--- config.mk ---
export PLATFORM = sky130hd
export DESIGN_NAME = wwdt_top
export DESIGN_NICKNAME = d
export VERILOG_FILES = /design/src/design/wwdt_pkg.sv /design/src/design/wwdt_top.sv
export SDC_FILE = /design/constraint.sdc
export NUM_CORES = 1
export LEC_CHECK = 0
export ABC_CLOCK_PERIOD_IN_PS = 4600
export CAP_MARGIN = 20
export CORE_ASPECT_RATIO = 1.1
export CORE_MARGIN = 1
export CORE_UTILIZATION = 55
export DETAILED_ROUTE_END_ITERATION = 10
export DONT_BUFFER_PORTS = 1
export PLACE_DENSITY_LB_ADDON = 0.12
export SYNTH_ARGS = -nofsm -noshare
export SYNTH_HDL_FRONTEND = slang
export SYNTH_SLANG_ARGS = --single-unit
--- constraint.sdc ---
create_clock -name i_sys_clk -period 4.6 [get_ports i_sys_clk]
set_input_delay 0.23 -clock i_sys_clk [delete_from_list [all_inputs] [get_ports i_sys_clk]]
set_output_delay 0.23 -clock i_sys_clk [all_outputs]
set_load 0.01 [all_outputs]
--- src/design/wwdt_pkg.sv ---
// package for the windowed watchdog: register map, field layout, reset values, timing
// assumes a 32-bit plain register port and a 40 MHz system clock
package wwdt_pkg;

  // ****************************************
  // register map
  // ****************************************
  localparam logic [3:0] CTRL_OFS = 4'h0;
  localparam logic [3:0] CTRL_CLR_OFS = 4'h4;
  localparam logic [3:0] CTRL_SET_OFS = 4'h8;
  localparam logic [3:0] CTRL_INV_OFS = 4'hc;

  // ****************************************
  // field positions
  // ****************************************
  localparam int ON_POS = 15;
  localparam int PS_LSB = 2;
  localparam int PS_MSB = 6;
  localparam int WIN_POS = 1;
  localparam int CLR_POS = 0;

  // ****************************************
  // reset values and timing
  // ****************************************
  localparam logic ON_RST = 1'b0;
  localparam logic WIN_RST = 1'b0;
  localparam int SYS_CLK_HZ = 40000000;
  localparam int LPOSC_HZ = 32000;
  localparam int LPOSC_DIV = SYS_CLK_HZ / LPOSC_HZ;
  localparam logic [10:0] LPOSC_DIV_LAST = 11'(LPOSC_DIV - 1);
  // edges after reset release before the strap synchroniser has settled
  localparam logic [10:0] STRAP_SETTLE = 11'h2;
  // window opens in the last quarter of the period
  localparam int WIN_SHIFT = 2;

  typedef enum logic [1:0] {
    WWDT_RUN = 2'b00,
    WWDT_EXPIRED = 2'b01,
    WWDT_STOPPED = 2'b10
  } wwdt_mode_t;

  typedef struct packed {
    logic [3:0] addr;
    logic [31:0] wdata;
    logic wr;
    logic rd;
  } wwdt_bus_t;

  typedef struct packed {
    logic sw_on;
    logic win_en;
    logic [4:0] ps_shadow;
    logic strap_done;
    logic [10:0] div_cnt;
    logic [30:0] count;
    wwdt_mode_t mode;
    logic [31:0] rdata;
    logic dev_reset;
    logic wake;
  } wwdt_state_t;

endpackage

--- src/design/wwdt_top.sv ---
// windowed watchdog timer with one control register and clear/set/invert aliases
// assumes configuration straps held stable from reset onward, one 40 MHz clock
//
// The address map and the address-and-strobe port were decided locally.
`timescale 1ns/1ps

module wwdt_top
(
  input wire logic i_sys_clk,
  input wire logic i_rst,
  input wire logic [3:0] i_addr,
  input wire logic [31:0] i_wdata,
  input wire logic i_wr,
  input wire logic i_rd,
  input wire logic i_cfg_on,
  input wire logic [4:0] i_config_postscaler,
  input wire logic i_sleep_idle,
  output logic [31:0] o_rdata,
  output logic o_dev_reset,
  output logic o_wake
);

  wwdt_pkg::wwdt_bus_t bus;
  wwdt_pkg::wwdt_state_t s_reg;
  wwdt_pkg::wwdt_state_t s_next;
  logic cfg_sync1_reg;
  logic cfg_sync2_reg;
  logic sleep_sync1_reg;
  logic sleep_sync2_reg;
  logic [4:0] ps_sync1_reg;
  logic [4:0] ps_sync2_reg;

  assign bus = '{addr: i_addr, wdata: i_wdata, wr: i_wr, rd: i_rd};

  // ****************************************
  // time-out helpers
  // ****************************************
  // time-out count for a postscaler value: 2^ps ticks, saturating at 2^30
  function automatic logic [30:0] period_of(input logic [4:0] ps);
    logic [30:0] p;
    p = 31'h0;
    if (ps > 5'h1e)
    begin
      p[30] = 1'b1;
    end
    else
    begin
      p[ps] = 1'b1;
    end
    return p;
  endfunction

  // the tick that would reach the period ends it
  function automatic logic at_period(input logic [30:0] cnt, input logic [30:0] per);
    logic [30:0] nxt;
    nxt = cnt + 31'h1;
    return nxt >= per;
  endfunction

  // window opens after three quarters of the period
  function automatic logic window_open(input logic [30:0] cnt, input logic [30:0] per);
    logic [30:0] quarter;
    logic [30:0] start;
    quarter = per >> wwdt_pkg::WIN_SHIFT;
    start = per - quarter;
    return cnt >= start;
  endfunction

  // ****************************************
  // register port helpers
  // ****************************************
  // the four aliases share one decode
  function automatic logic ctrl_decode(input logic [3:0] a);
    logic hit;
    case (a)
      wwdt_pkg::CTRL_OFS,
      wwdt_pkg::CTRL_CLR_OFS,
      wwdt_pkg::CTRL_SET_OFS,
      wwdt_pkg::CTRL_INV_OFS: hit = 1'b1;
      default: hit = 1'b0;
    endcase
    return hit;
  endfunction

  // only a written one clears; the clear alias never does
  function automatic logic clear_of(input logic d, input logic [3:0] a);
    logic c;
    c = 1'b0;
    if (d && (a != wwdt_pkg::CTRL_CLR_OFS))
    begin
      c = 1'b1;
    end
    return c;
  endfunction

  // control word as software reads it, unimplemented bits zero
  function automatic logic [31:0] read_word(input logic on, input logic [4:0] ps, input logic win);
    logic [31:0] w;
    w = 32'h0;
    w[wwdt_pkg::ON_POS] = on;
    w[wwdt_pkg::PS_MSB:wwdt_pkg::PS_LSB] = ps;
    w[wwdt_pkg::WIN_POS] = win;
    return w;
  endfunction

  // alias write: clear, set or invert the ones of the data
  function automatic logic apply_alias(input logic cur, input logic d, input logic [3:0] a);
    logic r;
    r = cur;
    case (a)
      wwdt_pkg::CTRL_OFS: r = d;
      wwdt_pkg::CTRL_CLR_OFS: r = cur & ~d;
      wwdt_pkg::CTRL_SET_OFS: r = cur | d;
      wwdt_pkg::CTRL_INV_OFS: r = cur ^ d;
      default: r = cur;
    endcase
    return r;
  endfunction

  // ****************************************
  // pin synchronisers
  // ****************************************
  always_ff @(posedge i_sys_clk or posedge i_rst)
  begin
    if (i_rst)
    begin
      cfg_sync1_reg <= 1'b0;
      cfg_sync2_reg <= 1'b0;
      sleep_sync1_reg <= 1'b0;
      sleep_sync2_reg <= 1'b0;
    end
    else
    begin
      cfg_sync1_reg <= i_cfg_on;
      cfg_sync2_reg <= cfg_sync1_reg;
      sleep_sync1_reg <= i_sleep_idle;
      sleep_sync2_reg <= sleep_sync1_reg;
    end
  end

  // ****************************************
  // configuration strap synchroniser
  // ****************************************
  // straps are static while running, so a plain two-flop word is safe here
  always_ff @(posedge i_sys_clk or posedge i_rst)
  begin
    if (i_rst)
    begin
      ps_sync1_reg <= 5'h0;
      ps_sync2_reg <= 5'h0;
    end
    else
    begin
      ps_sync1_reg <= i_config_postscaler;
      ps_sync2_reg <= ps_sync1_reg;
    end
  end

  // ****************************************
  // next state
  // ****************************************
  always_comb
  begin
    logic running;
    logic tick;
    logic clr_req;
    logic wr_on;
    logic [30:0] period;
    logic timeout;
    logic ctrl_hit;
    running = 1'b0;
    tick = 1'b0;
    clr_req = 1'b0;
    wr_on = 1'b0;
    period = 31'h0;
    timeout = 1'b0;
    ctrl_hit = 1'b0;
    s_next = s_reg;
    s_next.dev_reset = 1'b0;
    s_next.wake = 1'b0;
    ctrl_hit = ctrl_decode(bus.addr);
    // config enable cannot be stopped by software
    running = cfg_sync2_reg | s_reg.sw_on;
    // shadow taken once, after reset release, through the synchroniser
    // waiting for it to settle keeps the synchroniser's reset zero out of the shadow
    if (!s_reg.strap_done && (s_reg.div_cnt == wwdt_pkg::STRAP_SETTLE))
    begin
      s_next.ps_shadow = ps_sync2_reg;
      s_next.strap_done = 1'b1;
    end
    // divider gives one-cycle low-power oscillator ticks
    // free-running, so the first tick after a clear may come up to one tick early
    tick = 1'b0;
    if (s_reg.div_cnt == wwdt_pkg::LPOSC_DIV_LAST)
    begin
      s_next.div_cnt = 11'h0;
      tick = 1'b1;
    end
    else
    begin
      s_next.div_cnt = s_reg.div_cnt + 11'h1;
    end
    clr_req = 1'b0;
    if (bus.wr && ctrl_hit)
    begin
      wr_on = apply_alias(s_reg.sw_on, bus.wdata[wwdt_pkg::ON_POS], bus.addr);
      s_next.sw_on = wr_on;
      s_next.win_en = apply_alias(s_reg.win_en, bus.wdata[wwdt_pkg::WIN_POS], bus.addr);
      // set or invert of a one counts as a clear too
      clr_req = clear_of(bus.wdata[wwdt_pkg::CLR_POS], bus.addr);
    end
    period = period_of(s_reg.ps_shadow);
    timeout = 1'b0;
    case (s_reg.mode)
      wwdt_pkg::WWDT_RUN:
      begin
        if (!running)
        begin
          s_next.mode = wwdt_pkg::WWDT_STOPPED;
          s_next.count = 31'h0;
        end
        else if (clr_req)
        begin
          // in windowed mode an early clear is a fault
          if (s_reg.win_en && !window_open(s_reg.count, period))
          begin
            timeout = 1'b1;
          end
          s_next.count = 31'h0;
        end
        else if (tick)
        begin
          if (at_period(s_reg.count, period))
          begin
            timeout = 1'b1;
            s_next.count = 31'h0;
          end
          else
          begin
            s_next.count = s_reg.count + 31'h1;
          end
        end
      end
      wwdt_pkg::WWDT_STOPPED:
      begin
        // held at zero so an enable starts the period from a zero count
        s_next.count = 31'h0;
        if (running)
        begin
          s_next.mode = wwdt_pkg::WWDT_RUN;
        end
      end
      wwdt_pkg::WWDT_EXPIRED:
      begin
        // one cycle gap so pulses stay single
        if (running)
        begin
          s_next.mode = wwdt_pkg::WWDT_RUN;
        end
        else
        begin
          s_next.mode = wwdt_pkg::WWDT_STOPPED;
        end
        s_next.count = 31'h0;
      end
      default:
      begin
        s_next.mode = wwdt_pkg::WWDT_STOPPED;
      end
    endcase
    if (timeout)
    begin
      s_next.mode = wwdt_pkg::WWDT_EXPIRED;
      if (sleep_sync2_reg)
      begin
        s_next.wake = 1'b1;
      end
      else
      begin
        s_next.dev_reset = 1'b1;
      end
    end
    // read data stands one cycle, zero otherwise
    s_next.rdata = 32'h0;
    if (bus.rd && ctrl_hit)
    begin
      s_next.rdata = read_word(running, s_reg.ps_shadow, s_reg.win_en);
    end
  end

  // ****************************************
  // state register
  // ****************************************
  always_ff @(posedge i_sys_clk or posedge i_rst)
  begin
    if (i_rst)
    begin
      s_reg.sw_on <= wwdt_pkg::ON_RST;
      s_reg.win_en <= wwdt_pkg::WIN_RST;
      s_reg.ps_shadow <= 5'h0;
      s_reg.strap_done <= 1'b0;
      s_reg.div_cnt <= 11'h0;
      s_reg.count <= 31'h0;
      s_reg.mode <= wwdt_pkg::WWDT_STOPPED;
      s_reg.rdata <= 32'h0;
      s_reg.dev_reset <= 1'b0;
      s_reg.wake <= 1'b0;
    end
    else
    begin
      s_reg <= s_next;
    end
  end

  // ****************************************
  // outputs
  // ****************************************
  assign o_rdata = s_reg.rdata;
  assign o_dev_reset = s_reg.dev_reset;
  assign o_wake = s_reg.wake;

endmodule

After elaboration in Yosys (flattened, before gate mapping)

Index checks and enable logic that the tools add are counted.

Register bits: 100
Latch bits: 0
Bits in writable memories: 0
Bits in read-only memories: 0
Input bits: 47
Output and inout bits: 34
Word-level logic and storage cells: 92
Memories kept: 0

$add $sub $neg: 3
$mul: 0
Divide/modulo/power cells: 0
Order comparisons: 5
Equality and inequality tests: 11
Shift-type cells: 0
Muxes and demuxes: 31
Bitwise operators: 9
Reductions and logical operators: 17

Operator list:

| operator                                                                            | count |
|---|---|
| 31-bit 2-to-1 mux                                                                   | 4 |
| 31-bit greater-or-equal comparator                                                  | 2 |
| 31-bit one-hot mux with 2 select lines                                              | 1 |
| 31-bit by 1-bit adder with 31-bit output, second input constant                     | 1 |
| 31-bit by 29-bit subtractor with 31-bit output                                      | 1 |
| 30-bit 2-to-1 mux                                                                   | 1 |
| 16-bit 2-to-1 mux                                                                   | 1 |
| 1-bit 2-to-1 mux                                                                    | 14 |
| 11-bit by 1-bit adder with 11-bit output, second input constant                     | 1 |
| 11-bit equality test, second input constant                                         | 1 |
| 11-bit by 2-bit equality test with 1-bit output, second input constant              | 1 |
| 11-bit 2-to-1 mux                                                                   | 1 |
| 2-bit 2-to-1 mux                                                                    | 5 |
| 4-bit equality test, second input constant                                          | 2 |
| 1-bit one-hot mux with 4 select lines                                               | 2 |
| 1-bit logical AND                                                                   | 6 |
| 5-bit by 6-bit less-than comparator with 1-bit output, second input constant        | 1 |
| 3-bit inequality test, second input constant                                        | 2 |
| 2-bit one-hot mux with 3 select lines                                               | 1 |
| 2-bit AND reduction                                                                 | 3 |
| 1-bit demux with 5-bit select                                                       | 1 |
| 5-bit by 1-bit greater-or-equal comparator with 1-bit output, second input constant | 1 |
| 5-bit greater-than comparator, second input constant                                | 1 |
| 4-bit by 3-bit equality test with 1-bit output, second input constant               | 1 |
| 15 further kinds                                                                    | 21 |

Logic depth before layout (Yosys ltp)

Depth after elaboration: 15
Mapped depth: 23
Gate-level depth less buffers: 21

Worst setup path after synthesis

OpenSTA, ideal clock, no wires.

Kind: register to register
Start: register s_reg[80] in the netlist's numbering
End: register s_reg[35] in the netlist's numbering
Arrival time: 4.311 ns
Data required time: 4.539 ns
Setup slack: 0.228 ns
Cell stages (with the launch flop): 22
Path through: dfrtp_1 -> clkbuf_1 -> nor3_1 -> nand2_1 -> ha_1 -> fa_1 -> nand2b_1 -> a21oi_1 -> o2111ai_1 -> a21o_1 -> nor3_1 -> or2_1 -> a21o_1 -> a21oi_1 -> xor2_1 -> ha_1 -> nand4_1 -> or2_2 -> nor4_1 -> nand2_1 -> a31oi_1 -> a31o_1

Longest elaborated chain between the ends: 15

RTL lines:

| item                                                                                                                                                               | RTL line        | text |
|---|---|---|
| start: declaration                                                                                                                                                 | wwdt_top.sv:24  | `wwdt_pkg::wwdt_state_t s_reg;` |
| start signal: assignment                                                                                                                                           | wwdt_top.sv:311 | `s_reg <= s_next;` |
| 5-bit by 6-bit less-than comparator with 1-bit output (implied by the code) / 5-bit by 1-bit greater-or-equal comparator with 1-bit output (equally long branches) | wwdt_top.sv:48  | `p[ps] = 1'b1;` |
| 1-bit logical AND (implied by the code)                                                                                                                            | wwdt_top.sv:48  |  |
| 1-bit 2-to-1 mux (implied by the code)                                                                                                                             | wwdt_top.sv:48  |  |
| 1-bit demux with 5-bit select                                                                                                                                      | wwdt_top.sv:48  |  |
| 30-bit 2-to-1 mux / 1-bit 2-to-1 mux (equally long branches)                                                                                                       | wwdt_top.sv:42  | `if (ps > 5'h1e)` |
| 31-bit by 29-bit subtractor with 31-bit output                                                                                                                     | wwdt_top.sv:65  | `start = per - quarter;` |
| 31-bit greater-or-equal comparator                                                                                                                                 | wwdt_top.sv:66  | `return cnt >= start;` |
| 1-bit zero test                                                                                                                                                    | wwdt_top.sv:225 | `if (s_reg.win_en && !window_open(s_reg.count, period))` |
| 1-bit logical AND                                                                                                                                                  | wwdt_top.sv:225 |  |
| 1-bit 2-to-1 mux                                                                                                                                                   | wwdt_top.sv:225 |  |
| 1-bit 2-to-1 mux (*)                                                                                                                                               | wwdt_top.sv:222 | `else if (clr_req)` |
| 1-bit 2-to-1 mux (*)                                                                                                                                               | wwdt_top.sv:217 | `if (!running)` |
| 1-bit 2-to-1 mux (*)                                                                                                                                               | wwdt_top.sv:214 | `case (s_reg.mode)` |
| 3-bit inequality test (no line)                                                                                                                                    | n/a             |  |
| 2-bit AND reduction (no line)                                                                                                                                      | n/a             |  |

Every way passes the cells marked *; elsewhere a longest branch is shown, timed or not.
A chain may end at the register's enable or synchronous reset.

Worst setup path in the final report

Start: register s_reg[81] in the netlist's numbering
End: register s_reg[35] in the netlist's numbering

The elaborated chain is that of the path after synthesis.

==> results.md <==
* Clock sink count at 75
* Critical Path Slowest Stage Cell: dfrtp_2
* Clk pin slew, worst setup/hold paths at 0.06 ns
* Remaining antenna violation count at 0
* Buf/Inv on CP at 5
* Initial Util at 57.5%
* Cell count after synthesis at 747
* Crit path launch type: flip-flop
* Crit end category: flip-flop
* Overall power at 2.14 mW
* CTS tree: yes
* Unrepaired setup endpoints after global routing: true
* # rows at between 40 and 50
* Lkg Pwr at between 4 and 5 nW
* Setup crit end: s_reg[35]$_DFFE_PP1P_
* R2R depth at 24
* Routed WL at 15.8 mm
* Slew headroom at between 50% and 60%
* Final Cycle Share at 98.3%
* Number of global-route vias before repair at 5380
* GPL Wtd Cong at 0.847
* Sequential area share after synthesis at around 28%
* FF-to-FF Start: s_reg[81]$_DFFE_PP0P_
* PwrDens at about 270 nW/um^2
* Max Freq at between 0.2 and 0.25 GHz
* Routed vias at 5562
* Layout Nets at 950
* Ys async rst share at 100%
* Chip height at 118 um
* Latest clock arrival within the worst-skew pair at 0.35 ns
* Delay of the slowest critical-path stage at 0.45 ns
* Crit-path cells: buf_6 -> and3b_2 -> nand2_2 -> inv_2 -> buf_6 -> fa_2 -> nand2b_4 -> a21oi_4 -> o2111ai_2 -> a21o_1 -> nor3_2 -> buf_4 -> or2_1 -> a21o_1 -> a21oi_2 -> xor2_1 -> ha_1 -> nand4_1 -> or2_4 -> nor4_4 -> nand2_1 -> a31oi_1 -> buf_4 -> a31o_1
* I/O Pins at 81
* Crit Path Class: flip-flop to flip-flop
* Worst VDD drop at 404 uV
* Worst Skew at about 0.0063 ns
* Drt pass-1 iters at 4
* CP Depth at 24
* Total gr overflow at 0
* # H-tree levels at 3
* Total core area at 11600 um^2
* Number of max-cap violations at 0
* Least-Margin Pin Slew at 0.620 ns
* DRC viols at 0
* CTS root buffer: clkbuf_16
* Required time worst endpoint at 4.89 ns
* Crit Reg-Reg Endpoint: s_reg[35]$_DFFE_PP1P_
* Ys flop type: dfrtp_1
* Post-synth EDFFs at 0
* Min-delay worst type: input port to flip-flop
* Bufs on Longest Clock Path at 2
* Dpl hpwl at 12.1 mm
* CP Max Fanout at 6
* Distinct cells, synth at 63
* CTS buffer count at 9
* DR iter-0 viols at 266
* CP Launch Point: s_reg[81]$_DFFE_PP0P_
* R2R Setup Slk at roughly 0.08 ns
* Layout area overhead at 17.5%
* CP Data Arrival Time at between 4 and 5 ns
* TNS Setup at 0 ns
* PortBufs at 0
* Crit path time final at 4.52 ns
* Avg Inst Size Synth at 8.97 um^2
* Cell area after synthesis at 6700 um^2
* Setup-failing EPs final at 0
* # diodes at 0
* Final hold vios at 0
* Die footprint at approximately 13000 um^2
* Die width at 107 um
* Total number of yosys warnings at 0
* Vias per inst at 5.83
* Critical path's top delay family: simple AND/OR/NAND/NOR gates
* Run status: finished clean
* DR WL/cell at 16.5 um
* Max reg flops at 52
* Max-slew violations at 0
* Pin count of the biggest net entering global routing at 47
* #FFs+latches synth at 75
* First-pass GRT wire length at 25.5 mm
* Initial antenna violation count at 0
* Gr usage total at 25.6%
* Layout cells sized above 1 at 20.1%
cell usage in the layout, fill, tap and decap left out, drive strengths merged, types with 4 or more instances in the layout:
cell,count
nand4,22
and4,5
dlygate4sd3,8
a211oi,4
dfrtp,74
o21bai,4
xor2,22
a21oi,42
conb,25
mux2,5
nand3,22
o31ai,6
and2,10
nor2,43
nand2,69
ha,103
a22o,25
o21ai,31
clkbuf,9
nor2b,10
o211ai,5
and3,17
nor3,11
inv,52
nand2b,7
buf,56
xnor2,44
a21o,34
where the power goes:
| group | switching (mW) | leakage (nW) | internal, mW | total (mW) |
|---|---|---|---|---|
| clock network | 0.309 | 0.140 | 0.374 | 0.684 |
| logic | 0.428 | 3.00 | 0.315 | 0.743 |
| registers | 0.0234 | 0.970 | 0.689 | 0.713 |
| total | 0.761 | 4.11 | 1.38 | 2.14 |
cell families (layout without fill, tap and decap cells):
family | count (synthesis) | after routing | share of synthesized area, %
AND/OR/NAND/NOR | 232 | 232 | 17.9
AO/OA/AOI/OAI | 169 | 169 | 17.4
adder cells (fa/ha/maj) | 104 | 104 | 19.5
buffers and inverters | 95 | 128 | 7.64
flip-flops | 75 | 75 | 28.0
XOR/XNOR | 66 | 66 | 8.63
multiplexers | 5 | 5 | 0.840
other | 1 | 25 | 0.0560
cells in the mapped netlist (3+ instances only):
master | number | area, um^2
nand2b_1 | 7 | 43.8
o21ai_0 | 21 | 105
a21oi_1 | 41 | 205
buf_8 | 3 | 45.0
ha_1 | 103 | 1290
nor2_1 | 43 | 161
nand4_1 | 22 | 138
dfrtp_1 | 74 | 1850
o21bai_1 | 4 | 30.0
mux2_2 | 5 | 56.3
and2_1 | 8 | 50.1
nand3_1 | 22 | 110
nand2_1 | 69 | 259
nor2b_1 | 10 | 62.6
a22o_1 | 25 | 219
clkbuf_1 | 11 | 41.3
buf_4 | 32 | 240
o31ai_1 | 5 | 37.5
xnor2_1 | 44 | 385
xor2_1 | 22 | 193
o21ai_1 | 10 | 50.1
inv_1 | 48 | 180
o211ai_1 | 5 | 37.5
and3_1 | 16 | 100
and4_1 | 5 | 43.8
a211oi_1 | 4 | 30.0
nor3_1 | 10 | 50.1
a21o_1 | 34 | 255
worst min-delay path by stage:
stage | depth (start not counted) | start | to | slack (ns)
3_3_place_gp | 1 | i_rst | s_reg[76]$_DFF_PP0_ | 0.20
5_1_grt | 2 | i_rd | o_rdata[15]$_DFF_PP0_ | 0.04
6_report | 2 | i_rd | o_rdata[15]$_DFF_PP0_ | 0.02
4_1_cts | 2 | i_rd | o_rdata[15]$_DFF_PP0_ | 0.01
2_1_floorplan | 0 | i_cfg_on | cfg_sync1_reg$_DFF_PP0_ | 0.26
3_5_place_dp | 1 | i_rst | s_reg[71]$_DFF_PP0_ | 0.21
layer usage:
metal | wire length, um | GRT usage (%) | vias up
met2 | 7760 | 42.8 | 94
met5 | 0 | 0 | -
met4 | 296 | 8.13 | 0
met1 | 7300 | 33.6 | 2726
met3 | 412 | 3.99 | 21
li1 | - | - | 2721
metrics by stage:
| step | worst slack [ns] | cells | utilization, % | cell area [um^2] | hold slack [ns] |
|---|---|---|---|---|---|
| 6_report | 0.0800 | 954 | 67.6 | 7870 | 0.0196 |
| 5_1_grt | -0.126 | 954 | 67.6 | 7870 | 0.0380 |
| 4_1_cts | 0.0117 | 943 | 63.9 | 7440 | 0.0111 |
| 3_5_place_dp | -0.215 | 918 | 60.1 | 7000 | 0.212 |
| 3_3_place_gp | -0.165 | 918 | 60.1 | 7000 | 0.205 |
| 2_1_floorplan | 0.228 | 771 | - | 6790 | 0.261 |
area by class of cell:
class	count	area [um^2]
fill	920	3770
timing repair buffer	64	559
sequential	75	1880
multi-input combinational	601	4780
clock inverter	7	57.6
clock buffer	9	225
inverter	48	185
tap	150	188
what timing repair did:
| item | CTS | global route |
|---|---|---|
| pin swaps | 6 | 40 |
| resized for setup | 15 | 84 |
| endpoints found under the setup margin | 4 | 30 |
| hold buffers | 8 | 0 |
| buffers inserted | 1 | 11 |
| endpoints found under the hold margin | 36 | 0 |
(Power assumes the default switching activity.)
